`config.mk`:
```
export PLATFORM = sky130hd
export DESIGN_NAME = motion_block
export DESIGN_NICKNAME = d
export VERILOG_FILES = /design/src/motion_block_pkg.sv /design/src/motion_block.sv
export VERILOG_INCLUDE_DIRS = /design/src
export SDC_FILE = /design/constraint.sdc
export NUM_CORES = 1
export LEC_CHECK = 0
export BUFFER_PORTS_ARGS = -buffer_cell sky130_fd_sc_hd__buf_2
export CORE_UTILIZATION = 50
export CTS_BUF_LIST = sky130_fd_sc_hd__clkbuf_16
export DETAILED_ROUTE_END_ITERATION = 8
export PLACE_DENSITY = 0.72
export SYNTH_ARGS = -nofsm -noshare
export SYNTH_HDL_FRONTEND = slang
export SYNTH_SLANG_ARGS = --single-unit
```
`constraint.sdc`:
```
create_clock -name aclk -period 2.9 [get_ports aclk]
set_clock_uncertainty 0.15 [all_clocks]
set_input_delay 0.58 -clock aclk [delete_from_list [all_inputs] [get_ports aclk]]
set_output_delay 0.58 -clock aclk [all_outputs]
set_load 0.03 [all_outputs]
```
`src/motion_block_regs.svh`:
```
`ifndef MOTION_BLOCK_REGS_SVH
`define MOTION_BLOCK_REGS_SVH
// Register byte offsets.
`define OFS_CTRL    8'h00
`define OFS_OUTCFG  8'h04
`define OFS_DELAY   8'h08
`define OFS_REPEAT  8'h0C
`define OFS_STATUS  8'h10
`define OFS_SAVED   8'h14
// Control register fields.
`define CTRL_MODE   1:0
`define CTRL_SRREC  3:2
`define CTRL_DLREC  5:4
`define CTRL_LIGHT  6
`define CTRL_BDEP   7
`define CTRL_ACTIVE 8
`define CTRL_DISTX  9
// Output configuration fields.
`define OUT_F1      2:0
`define OUT_F2      6:4
`define OUT_DIM     14:8
// Reset values.
`define CTRL_RST    32'h0000_0100
`define OUTCFG_RST  32'h0000_6401
`define DELAY_RST   24'h0F_4240
`define REPEAT_RST  24'h4C_4B40
// Highest dimming value, in percent.
`define DIM_MAX     7'h64
`endif

```
`src/motion_block_pkg.sv`:
```
package motion_block_pkg;
  typedef enum logic [1:0] {MODE_AUTO, MODE_SEMI1, MODE_SEMI2, MODE_RSVD} mode_type;
  typedef enum logic [1:0] {REC_NONE, REC_DISABLE, REC_DETECT, REC_RESTORE} recovery_type;
  typedef enum logic [2:0] {
    OUT_NONE, OUT_SWITCH, OUT_STAIR, OUT_FORCED, OUT_DIM
  } out_func_type;
  typedef enum logic [1:0] {ST_BASIC, ST_DETECT, ST_DISABLED} state_type;
endpackage : motion_block_pkg

```
`src/motion_block.sv`:
```
`timescale 1ns/1ps
`include "motion_block_regs.svh"
// Notes on behaviour
// [RULE1] Fully automatic: motion starts detection unaided.
// [RULE2] Semi I: motion ignored until manual ON.
// [RULE3] Semi I: manual ON starts detection and delay.
// [RULE4] Semi I: end needs new manual ON.
// [RULE5] Semi II: auto start, no delay timer.
// [RULE6] Semi II: only manual OFF ends detection.
// [RULE7] Semi II refused with light control; a refused write keeps the old mode but sets light, even if it is Semi II.
// [RULE8] No reaction: basic state, no telegrams.
// [RULE9] No reaction clears light-control presence.
// [RULE10] Disabling recovery: disable, resume basic.
// [RULE11] Disabling recovery tells light control.
// [RULE12] Detection recovery: start, send, run delay.
// [RULE13] Brightness bypass only when below twilight.
// [RULE14] Delay expiry ends recovered detection.
// [RULE15] Detection recovery asserts light-control presence.
// [RULE16] Restore reloads state saved before failure.
// [RULE17] Skip when inactive; download beats supply.
// [RULE18] Two outputs, format per function.
// [RULE19] Output with no function stays silent.
// [RULE20] Switching sends one-bit ON/OFF.
// [RULE21] Staircase repeats ON cyclically.
// [RULE22] Forced position sends two-bit value.
// [RULE23] Dimming sends percent 0 to 100.
// [RULE24] Motion retriggers the delay timer.
module motion_block (
  // Clock and reset.
  input  wire logic        aclk,
  input  wire logic        aresetn,
  // AXI4-Lite write channels.
  input  wire logic [7:0]  awaddr,
  input  wire logic        awvalid,
  output logic             awready,
  input  wire logic [31:0] wdata,
  input  wire logic [3:0]  wstrb,
  input  wire logic        wvalid,
  output logic             wready,
  output logic [1:0]       bresp,
  output logic             bvalid,
  input  wire logic        bready,
  // AXI4-Lite read channels.
  input  wire logic [7:0]  araddr,
  input  wire logic        arvalid,
  output logic             arready,
  output logic [31:0]      rdata,
  output logic [1:0]       rresp,
  output logic             rvalid,
  input  wire logic        rready,
  // Sensor and bus events, one-cycle pulses except below_twilight.
  input  wire logic        motion,
  input  wire logic        below_twilight,
  input  wire logic        manual_on,
  input  wire logic        manual_off,
  input  wire logic        disable_begin,
  input  wire logic        disable_end,
  input  wire logic        supply_return,
  input  wire logic        download_done,
  // Output objects 1 and 2 of the first function block.
  output logic             out1_valid,
  output logic [7:0]       out1_data,
  output logic             out2_valid,
  output logic [7:0]       out2_data,
  // Indications to the light-control function.
  output logic             presence_lc,
  output logic             disable_lc
);

  // Bus slave state.
  logic        aw_held, next_aw_held, w_held, next_w_held;
  logic [7:0]  aw_addr, next_aw_addr;
  logic [31:0] w_data, next_w_data;
  logic [3:0]  w_strb, next_w_strb;
  logic        next_bvalid, next_arready, next_rvalid, next_awready, next_wready;
  logic [1:0]  next_bresp, next_rresp;
  logic [31:0] next_rdata;
  logic        do_write;

  // Configuration registers.
  logic [31:0] ctrl, next_ctrl, outcfg, next_outcfg;
  logic [23:0] delay_len, next_delay_len, repeat_len, next_repeat_len;
  logic        mode_err, next_mode_err;

  // Function block state.
  motion_block_pkg::state_type st, next_st, resume, next_resume, saved, next_saved;
  logic [23:0] timer, next_timer, stair, next_stair;
  logic        bypass, next_bypass;
  logic        next_presence_lc, next_disable_lc;
  logic        send, send_on, send_rep;
  logic        next_out1_valid, next_out2_valid;
  logic [7:0]  next_out1_data, next_out2_data;

  // Decoded configuration.
  motion_block_pkg::mode_type     mode;
  motion_block_pkg::out_func_type f1, f2;
  motion_block_pkg::recovery_type rec;
  logic light, bdep, rec_event, qualified;

  assign mode = motion_block_pkg::mode_type'(ctrl[`CTRL_MODE]);
  assign f1 = motion_block_pkg::out_func_type'(outcfg[`OUT_F1]);
  assign f2 = motion_block_pkg::out_func_type'(outcfg[`OUT_F2]);
  assign light = ctrl[`CTRL_LIGHT];
  assign bdep = ctrl[`CTRL_BDEP];
  // Inactive blocks skip recovery; a download overrides a supply return.
  assign rec_event = ctrl[`CTRL_ACTIVE] & (supply_return | download_done); // [RULE17]
  assign rec = motion_block_pkg::recovery_type'(download_done ?
               ctrl[`CTRL_DLREC] : ctrl[`CTRL_SRREC]); // [RULE17]
  // Motion counts when brightness does not matter or the room is dark enough.
  assign qualified = motion & (~bdep | below_twilight | bypass);
  assign do_write = aw_held & w_held & ~bvalid;

  // ON or OFF value of one output object in its function's format.
  function automatic logic [7:0] encode(input motion_block_pkg::out_func_type f,
                                        input logic on, input logic [6:0] dim);
    logic [6:0] pct;
    pct = (dim > `DIM_MAX) ? `DIM_MAX : dim;
    case (f)
      motion_block_pkg::OUT_SWITCH: encode = {7'h00, on}; // [RULE20]
      motion_block_pkg::OUT_STAIR:  encode = {7'h00, on}; // [RULE21]
      motion_block_pkg::OUT_FORCED: encode = {6'h00, 1'b1, on}; // [RULE22]
      motion_block_pkg::OUT_DIM:    encode = on ? {1'b0, pct} : 8'h00; // [RULE23]
      default:                      encode = 8'h00;
    endcase
  endfunction : encode

  // Write and read channels; address and data are taken in either order.
  always_comb begin
    next_aw_held = aw_held;
    next_w_held = w_held;
    next_aw_addr = aw_addr;
    next_w_data = w_data;
    next_w_strb = w_strb;
    next_bvalid = bvalid;
    next_bresp = bresp;
    next_arready = ~rvalid & ~arready;
    next_rvalid = rvalid;
    next_rresp = rresp;
    next_rdata = rdata;
    if (awvalid && awready) begin
      next_aw_held = 1'b1;
      next_aw_addr = awaddr;
    end
    if (wvalid && wready) begin
      next_w_held = 1'b1;
      next_w_data = wdata;
      next_w_strb = wstrb;
    end
    if (do_write) begin
      next_aw_held = 1'b0;
      next_w_held = 1'b0;
      next_bvalid = 1'b1;
      case (aw_addr)
        `OFS_CTRL, `OFS_OUTCFG, `OFS_DELAY, `OFS_REPEAT, `OFS_SAVED: next_bresp = 2'h0;
        default: next_bresp = 2'h2;
      endcase
    end
    if (bvalid && bready) begin
      next_bvalid = 1'b0;
    end
    if (arvalid && arready) begin
      next_rvalid = 1'b1;
      next_rresp = 2'h0;
      case (araddr)
        `OFS_CTRL:   next_rdata = ctrl;
        `OFS_OUTCFG: next_rdata = outcfg;
        `OFS_DELAY:  next_rdata = {8'h00, delay_len};
        `OFS_REPEAT: next_rdata = {8'h00, repeat_len};
        `OFS_STATUS: next_rdata = {26'h0, mode_err, bypass, disable_lc, presence_lc, st};
        `OFS_SAVED:  next_rdata = {30'h0, saved};
        default: begin
          next_rdata = 32'h0000_0000;
          next_rresp = 2'h2;
        end
      endcase
    end
    if (rvalid && rready) begin
      next_rvalid = 1'b0;
    end
    next_awready = ~next_aw_held & ~next_bvalid;
    next_wready = ~next_w_held & ~next_bvalid;
  end

  always_ff @(posedge aclk) begin
    if (!aresetn) begin
      {aw_held, w_held, awready, wready, aw_addr, w_data, w_strb, bvalid, bresp, arready,
       rvalid, rresp, rdata} <= '0;
    end else begin
      {aw_held, w_held, awready, wready, aw_addr, w_data, w_strb, bvalid, bresp, arready,
       rvalid, rresp, rdata} <= {next_aw_held, next_w_held, next_awready, next_wready,
       next_aw_addr, next_w_data, next_w_strb, next_bvalid, next_bresp, next_arready,
       next_rvalid, next_rresp, next_rdata};
    end
  end

  // Configuration writes; byte enables are honoured lane by lane for the control word only.
  always_comb begin
    logic [31:0] merged;
    merged = ctrl;
    next_ctrl = ctrl;
    next_outcfg = outcfg;
    next_delay_len = delay_len;
    next_repeat_len = repeat_len;
    next_mode_err = mode_err;
    for (int i = 0; i < 4; i++) begin
      merged[i*8 +: 8] = w_strb[i] ? w_data[i*8 +: 8] : ctrl[i*8 +: 8];
    end
    if (do_write) begin
      case (aw_addr)
        `OFS_CTRL: begin
          // The light-control coupling cannot run with manual-off operation; a refused write keeps the old mode, Semi II included, but takes light.
          if (merged[`CTRL_LIGHT] &&
              merged[`CTRL_MODE] == 2'(motion_block_pkg::MODE_SEMI2)) begin
            next_ctrl = {merged[31:2], ctrl[`CTRL_MODE]}; // [RULE7]
            next_mode_err = 1'b1; // [RULE7]
          end else begin
            next_ctrl = merged;
            next_mode_err = 1'b0;
          end
        end
        `OFS_OUTCFG: next_outcfg = w_data;
        `OFS_DELAY:  next_delay_len = w_data[23:0];
        `OFS_REPEAT: next_repeat_len = w_data[23:0];
        default:     next_ctrl = ctrl;
      endcase
    end
  end

  always_ff @(posedge aclk) begin
    if (!aresetn) begin
      {ctrl, outcfg, delay_len, repeat_len, mode_err} <=
        {`CTRL_RST, `OUTCFG_RST, `DELAY_RST, `REPEAT_RST, 1'b0};
    end else begin
      {ctrl, outcfg, delay_len, repeat_len, mode_err} <=
        {next_ctrl, next_outcfg, next_delay_len, next_repeat_len, next_mode_err};
    end
  end

  // Detection sequence, recovery and telegram requests.
  always_comb begin
    next_st = st;
    next_resume = resume;
    next_timer = timer;
    next_stair = stair;
    next_bypass = bypass;
    next_presence_lc = presence_lc;
    next_disable_lc = disable_lc;
    send = 1'b0;
    send_on = 1'b0;
    send_rep = 1'b0;
    if (rec_event) begin
      case (rec)
        motion_block_pkg::REC_DISABLE: begin
          next_st = motion_block_pkg::ST_DISABLED;
          next_resume = motion_block_pkg::ST_BASIC; // [RULE10]
          next_timer = 24'h0;
          next_presence_lc = 1'b0;
          next_disable_lc = light; // [RULE11]
          send = ctrl[`CTRL_DISTX]; // [RULE10]
        end
        motion_block_pkg::REC_DETECT: begin
          next_st = motion_block_pkg::ST_DETECT; // [RULE12]
          next_timer = delay_len; // [RULE12]
          next_stair = repeat_len;
          next_bypass = bdep & below_twilight; // [RULE13]
          next_presence_lc = light; // [RULE15]
          next_disable_lc = 1'b0;
          send = 1'b1; // [RULE12]
          send_on = 1'b1;
        end
        motion_block_pkg::REC_RESTORE: begin
          // Only a supply return has a saved state; a download falls back to basic.
          next_st = download_done ? motion_block_pkg::ST_BASIC : saved; // [RULE16]
          next_timer = (!download_done && saved == motion_block_pkg::ST_DETECT) ?
                       delay_len : 24'h0;
          next_presence_lc = light & ~download_done &
                             (saved == motion_block_pkg::ST_DETECT);
          next_disable_lc = light & ~download_done &
                            (saved == motion_block_pkg::ST_DISABLED);
          next_resume = motion_block_pkg::ST_BASIC;
          next_bypass = 1'b0;
        end
        default: begin
          next_st = motion_block_pkg::ST_BASIC; // [RULE8]
          next_timer = 24'h0; // [RULE8]
          next_bypass = 1'b0;
          next_presence_lc = 1'b0; // [RULE9]
          next_disable_lc = 1'b0;
        end
      endcase
    end else begin
      case (st)
        motion_block_pkg::ST_BASIC: begin
          if (disable_begin) begin
            next_st = motion_block_pkg::ST_DISABLED;
            next_resume = motion_block_pkg::ST_BASIC;
            next_disable_lc = light;
            send = ctrl[`CTRL_DISTX];
          end else if ((mode == motion_block_pkg::MODE_SEMI1) ? manual_on : // [RULE2]
                       qualified) begin // [RULE1]
            next_st = motion_block_pkg::ST_DETECT; // [RULE3]
            // Manual-off operation runs without any delay timer.
            next_timer = (mode == motion_block_pkg::MODE_SEMI2) ? 24'h0 : delay_len; // [RULE5]
            next_stair = repeat_len;
            next_presence_lc = light;
            send = 1'b1;
            send_on = 1'b1;
          end
        end
        motion_block_pkg::ST_DETECT: begin
          next_stair = (stair == 24'h0) ? repeat_len : stair - 24'h1;
          send_rep = (stair == 24'h0); // [RULE21]
          if (timer != 24'h0) begin
            next_timer = timer - 24'h1;
          end
          if (disable_begin) begin
            next_st = motion_block_pkg::ST_DISABLED;
            next_resume = motion_block_pkg::ST_DETECT;
            next_timer = 24'h0;
            next_presence_lc = 1'b0;
            next_disable_lc = light;
            send = ctrl[`CTRL_DISTX];
            send_rep = 1'b0;
          end else if ((mode != motion_block_pkg::MODE_AUTO && manual_off) || // [RULE6]
                       (mode != motion_block_pkg::MODE_SEMI2 &&
                        timer == 24'h1 && !qualified)) begin // [RULE14]
            // Back to basic; semi I then waits for a fresh manual ON.
            next_st = motion_block_pkg::ST_BASIC; // [RULE4]
            next_timer = 24'h0;
            next_bypass = 1'b0;
            next_presence_lc = 1'b0;
            send = 1'b1;
            send_rep = 1'b0;
          end else if (qualified && mode != motion_block_pkg::MODE_SEMI2) begin
            next_timer = delay_len; // [RULE24]
          end
        end
        motion_block_pkg::ST_DISABLED: begin
          if (disable_end) begin
            next_st = resume;
            next_timer = (resume == motion_block_pkg::ST_DETECT &&
                          mode != motion_block_pkg::MODE_SEMI2) ? delay_len : 24'h0;
            next_stair = repeat_len;
            next_disable_lc = 1'b0;
            next_presence_lc = light & (resume == motion_block_pkg::ST_DETECT);
          end
        end
        default: next_st = motion_block_pkg::ST_BASIC;
      endcase
    end
    // The saved copy tracks the live state so that a restore finds it.
    next_saved = next_st;
  end

  // Telegram outputs; a function of none never raises its valid.
  always_comb begin
    next_out1_valid = (send | (send_rep & f1 == motion_block_pkg::OUT_STAIR)) &
                      (f1 != motion_block_pkg::OUT_NONE); // [RULE19]
    next_out2_valid = (send | (send_rep & f2 == motion_block_pkg::OUT_STAIR)) &
                      (f2 != motion_block_pkg::OUT_NONE); // [RULE19]
    next_out1_data = encode(f1, send_on | send_rep, outcfg[`OUT_DIM]); // [RULE18]
    next_out2_data = encode(f2, send_on | send_rep, outcfg[`OUT_DIM]); // [RULE18]
  end

  always_ff @(posedge aclk) begin
    if (!aresetn) begin
      st <= motion_block_pkg::ST_BASIC;
      resume <= motion_block_pkg::ST_BASIC;
      saved <= motion_block_pkg::ST_BASIC;
      {timer, stair, bypass, presence_lc, disable_lc, out1_valid, out1_data, out2_valid,
       out2_data} <= '0;
    end else begin
      st <= next_st;
      resume <= next_resume;
      // A write to the saved word stands in for the non-volatile copy.
      saved <= (do_write && aw_addr == `OFS_SAVED) ?
               motion_block_pkg::state_type'(w_data[1:0]) : next_saved;
      {timer, stair, bypass, presence_lc, disable_lc, out1_valid, out1_data, out2_valid,
       out2_data} <= {next_timer, next_stair, next_bypass, next_presence_lc, next_disable_lc,
       next_out1_valid, next_out1_data, next_out2_valid, next_out2_data};
    end
  end

endmodule : motion_block

```
---- After elaboration in Yosys (flattened, before gate mapping) ----
Index checks and enable logic that the tools add are counted.
storage, ports and cells
  register bits ........................... 275
  bits of input ports ..................... 67
  output and inout port bits .............. 61
  word-level logic and storage cells ...... 242
cells by class
  add/subtract/negate cells ............... 2
  magnitude comparators ................... 1
  equality and inequality tests ........... 42
  multiplexer cells ....................... 87
  bitwise operators ....................... 32
  reductions and logical operators ........ 47
operators by type and width
  operator                                                              number
  24-bit 2-to-1 mux                                                     17
  32-bit case mux with 6 select lines                                   1
  24-bit case mux with 3 select lines                                   2
  24-bit case mux with 2 select lines                                   1
  24-bit by 1-bit subtractor with 24-bit output, second input constant  2
  7-bit case mux with 3 select lines                                    2
  1-bit 2-to-1 mux                                                      33
  8-bit by 4-bit == test with 1-bit output, second input constant       4
  8-bit 2-to-1 mux                                                      4
  2-bit 2-to-1 mux                                                      15
  24-bit by 1-bit == test with 1-bit output, second input constant      1
  8-bit by 5-bit == test with 1-bit output, second input constant       3
  24-bit logical NOT                                                    1
  24-bit nonzero test                                                   1
  1-bit AND                                                             16
  8-bit by 3-bit == test with 1-bit output, second input constant       2
  8-bit logical NOT                                                     2
  3-bit != test, second input constant                                  5
  5-bit AND reduction                                                   3
  7-bit 2-to-1 mux                                                      2
  1-bit logical AND                                                     13
  2-bit == test, second input constant                                  6
  3-bit by 2-bit == test with 1-bit output, second input constant       4
  1-bit case mux with 2 select lines                                    6
  other kinds (26)                                                      65

---- Longest topological paths before layout ----
  word-level depth ........................ 14
  depth in mapped cells ................... 11
  depth with buffers taken out ............ 9

---- Worst setup path after synthesis ----
Ideal clock, no wire load.
  path kind ............................... input to register
  from .................................... in download_done
  to ...................................... reg timer[13]
  library setup time ...................... 0.122 ns
  data arrival time ....................... 2.592 ns
  required time ........................... 2.628 ns
  path slack .............................. 0.036 ns
  cell stages on the path ................. 11
  buffers on the path ..................... 2
  cells stage by stage .................... buf_2 -> mux2i_1 -> inv_1 -> ha_1 -> nor4bb_1 -> or2_2 -> nand2_1 -> o21ai_0 -> and3_1 -> buf_6 -> a221o_1
between the ends
  longest elaborated chain between the ends .. 5
  elaborated cells between the ends (all ways) .. 16
  those cells by class .................... eq/ne (6); mux (4); bitwise (2); reduce/logical (4)
RTL lines
  what                                                                   line                source
  start: declaration                                                     motion_block.sv:59  input wire logic download_done,
  parallel branches: the longest is 5 deep, another holds 6-bit != test  --
  end: declaration                                                       motion_block.sv:87  logic [23:0] timer, next_timer, stair, next_stair;
Several ways; the timed one is not identified.
A chain may end at the register's enable or synchronous reset.

---- Final worst setup path ----
  from .................................... reg stair[9]
  to ...................................... reg out2_data[3]
between the ends
  longest elaborated chain between the ends .. 8
RTL lines
  what                                line                 source
  start: declaration                  motion_block.sv:87
  24-bit logical NOT                  motion_block.sv:312  send_rep = (stair == 24'h0);
  1-bit 2-to-1 mux                    motion_block.sv:324  end else if ((mode != motion_block_pkg::MODE_AUTO && manual_off) ||
  1-bit 2-to-1 mux                    motion_block.sv:316  if (disable_begin) begin
  1-bit 2-to-1 mux                    motion_block.sv:292  case (st)
  1-bit 2-to-1 mux                    motion_block.sv:251  if (rec_event) begin
  1-bit bitwise OR                    motion_block.sv:362  next_out2_data = encode(f2, send_on | send_rep, outcfg[`OUT_DIM]);
  7-bit 2-to-1 mux                    motion_block.sv:122  motion_block_pkg::OUT_DIM: encode = on ? {1'b0, pct} : 8'h00;
  7-bit case mux with 3 select lines  motion_block.sv:118  case (f)
  end: declaration                    motion_block.sv:64   output logic [7:0] out2_data,
Every way passes these cells.

==> out/metrics.cfg <==
[run_status]
outcome = finished, final reports clean

[critical_path]
worst-path-max-fanout = 9
worst_ep_required_time_ns = 3.22
ff2ff_path_depth = 9
critical_path.n_buffers_inverters = 3
reg2reg_from = stair[9]
data_arrival_time_of_the_worst_path_ns = 3.12
timing_worst_setup_path_type = reg2reg
critical_path.endpoint_type = flip-flop
cp_num_cells = 9
crit_chain = or4_1, nor3_1, nand3_1, nor3_1, buf_4, o21ai_1, buf_4, buf_4, nor3_1
setup.reg_to_reg.worst_slack_ns = 0.10
crit_path_max_incr_delay_ns = 0.62
critical_path_capture_point = out2_data[3]
timing.critical_path.slowest_stage_cell = or4_1
crit_path_start_kind = flip-flop
destination_of_the_worst_register_to_register_timing_path = out2_data[3]
crit_start = stair[9]
worst_path_dominant_cell_family = simple AND/OR/NAND/NOR gates

[cells_and_area]
mostFrequentLayoutCell = nand2_1
layout_common_cells = nand2_1 (375), dfxtp_1 (270), a21oi_1 (197)
layout-drive-gt1-share_pct = 16.5
multi_input_area_mm2 = 0.00635
fin_area_mm2 = 0.0146
synthToLayoutAreaGrowth_pct = 19.6
layout.area.seq_mm2 = 0.00541
num-nets-final = 1765
fillerInstances = 2133

[logic_synthesis]
mapped_avg_cell_area_um2 = 7.87
synth-compound-area-share_pct = 23.3
mappedNetlistArea_mm2 = 0.0122
yosys_warnings = 0
synth_edf_count = 0
synth_xor_xnor_area_share_pct = 1.51
synth_top_area_share_pct = 44.2
post_synth_inst_count = 1553
ys_seq_area_share_pct = 44.2
synth-main-ff-cell = dfxtp_1
dominant_combinational_cell_family_by_area_after_synthesis = simple AND/OR/NAND/NOR gates
post_synth_fa_ha_maj_area_fraction_pct = 1.13
synthDominantAreaCellType = dfxtp_1
ys_types = 80
muxShareOfSynthArea_pct = 1.19
ys_seq_elements = 270
post_synth_main_area_contributors = dfxtp_1 (44%), nand2_1 (12%), a21oi_1 (8.1%)
synth_async_sr_flop_share_pct = 0
yosys.area_share.simple_pct = 24.4

[clocking]
clock_latency_ns = 0.55
postCtsSetupRepairBufs = 0
cts_tree = built
cts_num_sinks = 270
h-tree-depth = 1
worst_setup_hold_path_clk_slew_ns = 0.06
cts_max_path_buffers = 3
cts-buffers-inserted = 29
ctsRootBufferMaster = clkbuf_16

[timing]
tightest_slew_ns = 0.708
min_period_ns = 2.80
finalMaxSlewViolations = 0
hold_viol = 0
report.final.setup_viol = 0
final_cycle_utilization_of_the_critical_path_pct = 96.5
max_freq_mhz = 357
max_slew_margin_pct = 51.6
rsz_0062_raised_after_global_routing = no
setup_total_negative_slack_ns = 0

[detailed_routing]
first_pass_iters = 7
ant_nets = 0
totalWireLength_mm = 38.9
route.vias.total = 12200
viasPerCell = 6.02
drcViolationCount = 0
drt_first_iter_violations = 1504
route.detailed.wl_per_inst_um = 19.2

[placement]
place.port_buffers = 123
gp_congestion = 0.967
postPlaceCellArea_mm2 = 0.0136
post-dp-hpwl_mm = 27.0

[power]
total_power_w = 0.00846
powerDensity_mw_per_mm2 = 579
max-vdd-ir-drop_mv = 0.529
leakagePower_nw = 5.55

[flow_run]
timing.max_cap.violations = 0

[global_routing]
grt_max_degree = 78
antenna_found_initial = 0
grt_usage_pct = 31.7
first_pass_grt_wire_length_mm = 62.1
global_route.overflow_total = 0
grt_pass1_vias = 11400

[die]
top_level_i_o_count = 128
die_height_um = 158
placementRows = 56
die-area_mm2 = 0.0251
dieWidth_um = 158
initial_cell_density_of_the_core_pct = 51.4
placeableCoreArea_mm2 = 0.0238

[worst_hold_path]
timing.hold.worst.class = in2reg

-- logic make-up after synthesis --
kind of cell,after synthesis
buf+inv,123
compound gates,454
mux,14
simple gates,659
fa+ha+maj,11
flops,270
xor+xnor,21
other cells,1
-- state kept, by name, indices dropped and copies added (netlist names), 2 cells and up --
name        count
st              2
w_data         32
stair          24
delay_len      24
aw_addr         8
saved           2
out2_data       7
w_strb          4
outcfg         32
timer          24
ctrl           32
repeat_len     24
out1_data       7
rdata          32
-- synth_stat cells, types with 7 or more instances --
cell and instances:
nand2_1 375, dfxtp_1 270, a21oi_1 198, nor2_1 86, clkbuf_1 78, nand3_1 70
o21ai_0 61, nor3_1 30, a21boi_0 21, a211oi_1 19, a222oi_1 18, buf_2 16
inv_1 14, o22ai_1 14, a31oi_1 13, o211ai_1 13, a22oi_1 12, o21ai_1 12
ha_1 11, xor2_1 11, a22o_1 10, mux2i_1 10, nand2b_1 10, nor4_1 10
xnor2_1 10, buf_1 7, nand3b_1 7, nand4b_1 7, o31ai_1 7
-- area by class of cell --
class	count	area share, %
multi-input cells	1163	43.4
flip-flops and latches	270	37.0
well taps	319	2.73
diodes	1	0.0171
repair buffers	207	9.56
inverters	16	0.428
clock inverters	25	1.87
clock buffers	29	4.97
-- metal layers --
metal,global-route usage [%],wire (um),part of all wire (%),vias up
met5,0,0,0,-
met4,11.4,1160,3.0,0
met1,44.2,16800,43,5742
met2,49.2,17400,45,596
li1,-,-,-,5800
met3,5.20,3600,9.2,80
-- worst min-delay path by stage --
stage	startpoint	to	slack, ns	cells past startpoint
after floorplan	aw_addr[7]	aw_addr[7]	0.28	2
after global placement	rdata[17]	rdata[17]	0.28	2
after detailed placement	rdata[19]	rdata[19]	0.29	2
after CTS	wdata[4]	w_data[4]	0.1	3
after global routing	wdata[20]	w_data[20]	0.11	3
final	wdata[20]	w_data[20]	0.11	3
-- power by group --
part,switching [W],internal [W]
clock,0.00159,0.00228
combinational,0.000457,0.000268
sequential,0.0000878,0.00377
total,0.00213,0.00632
-- metrics by stage --
| step | hold WS (ns) | cells | worst slack (ns) | util [%] |
|---|---|---|---|---|
| 5_1_grt | 0.107 | 2029 | 0.0830 | 61.5 |
| 2_1_floorplan | 0.281 | 1556 | 0.0361 | - |
| 3_3_place_gp | 0.285 | 1975 | -0.0280 | 57.3 |
| 3_5_place_dp | 0.288 | 1975 | -0.0740 | 57.3 |
| 4_1_cts | 0.0993 | 2029 | 0.120 | 61.5 |
| 6_report | 0.107 | 2030 | 0.101 | 61.5 |
-- tightest hold or removal path: cells and delay by family --
family | cells | cell delay [ns]
buffers and inverters | 1 | 0.09
AOI/OAI and AO/OA | 1 | 0.05
and+or+nand+nor | 1 | 0.04
-- repair_timing --
action                     4_1_cts  5_1_grt
hold buffers                     0        0
gates resized for setup          0        1
setup endpoints to repair        0        8
Note: power is estimated with default switching activity, not from simulation.
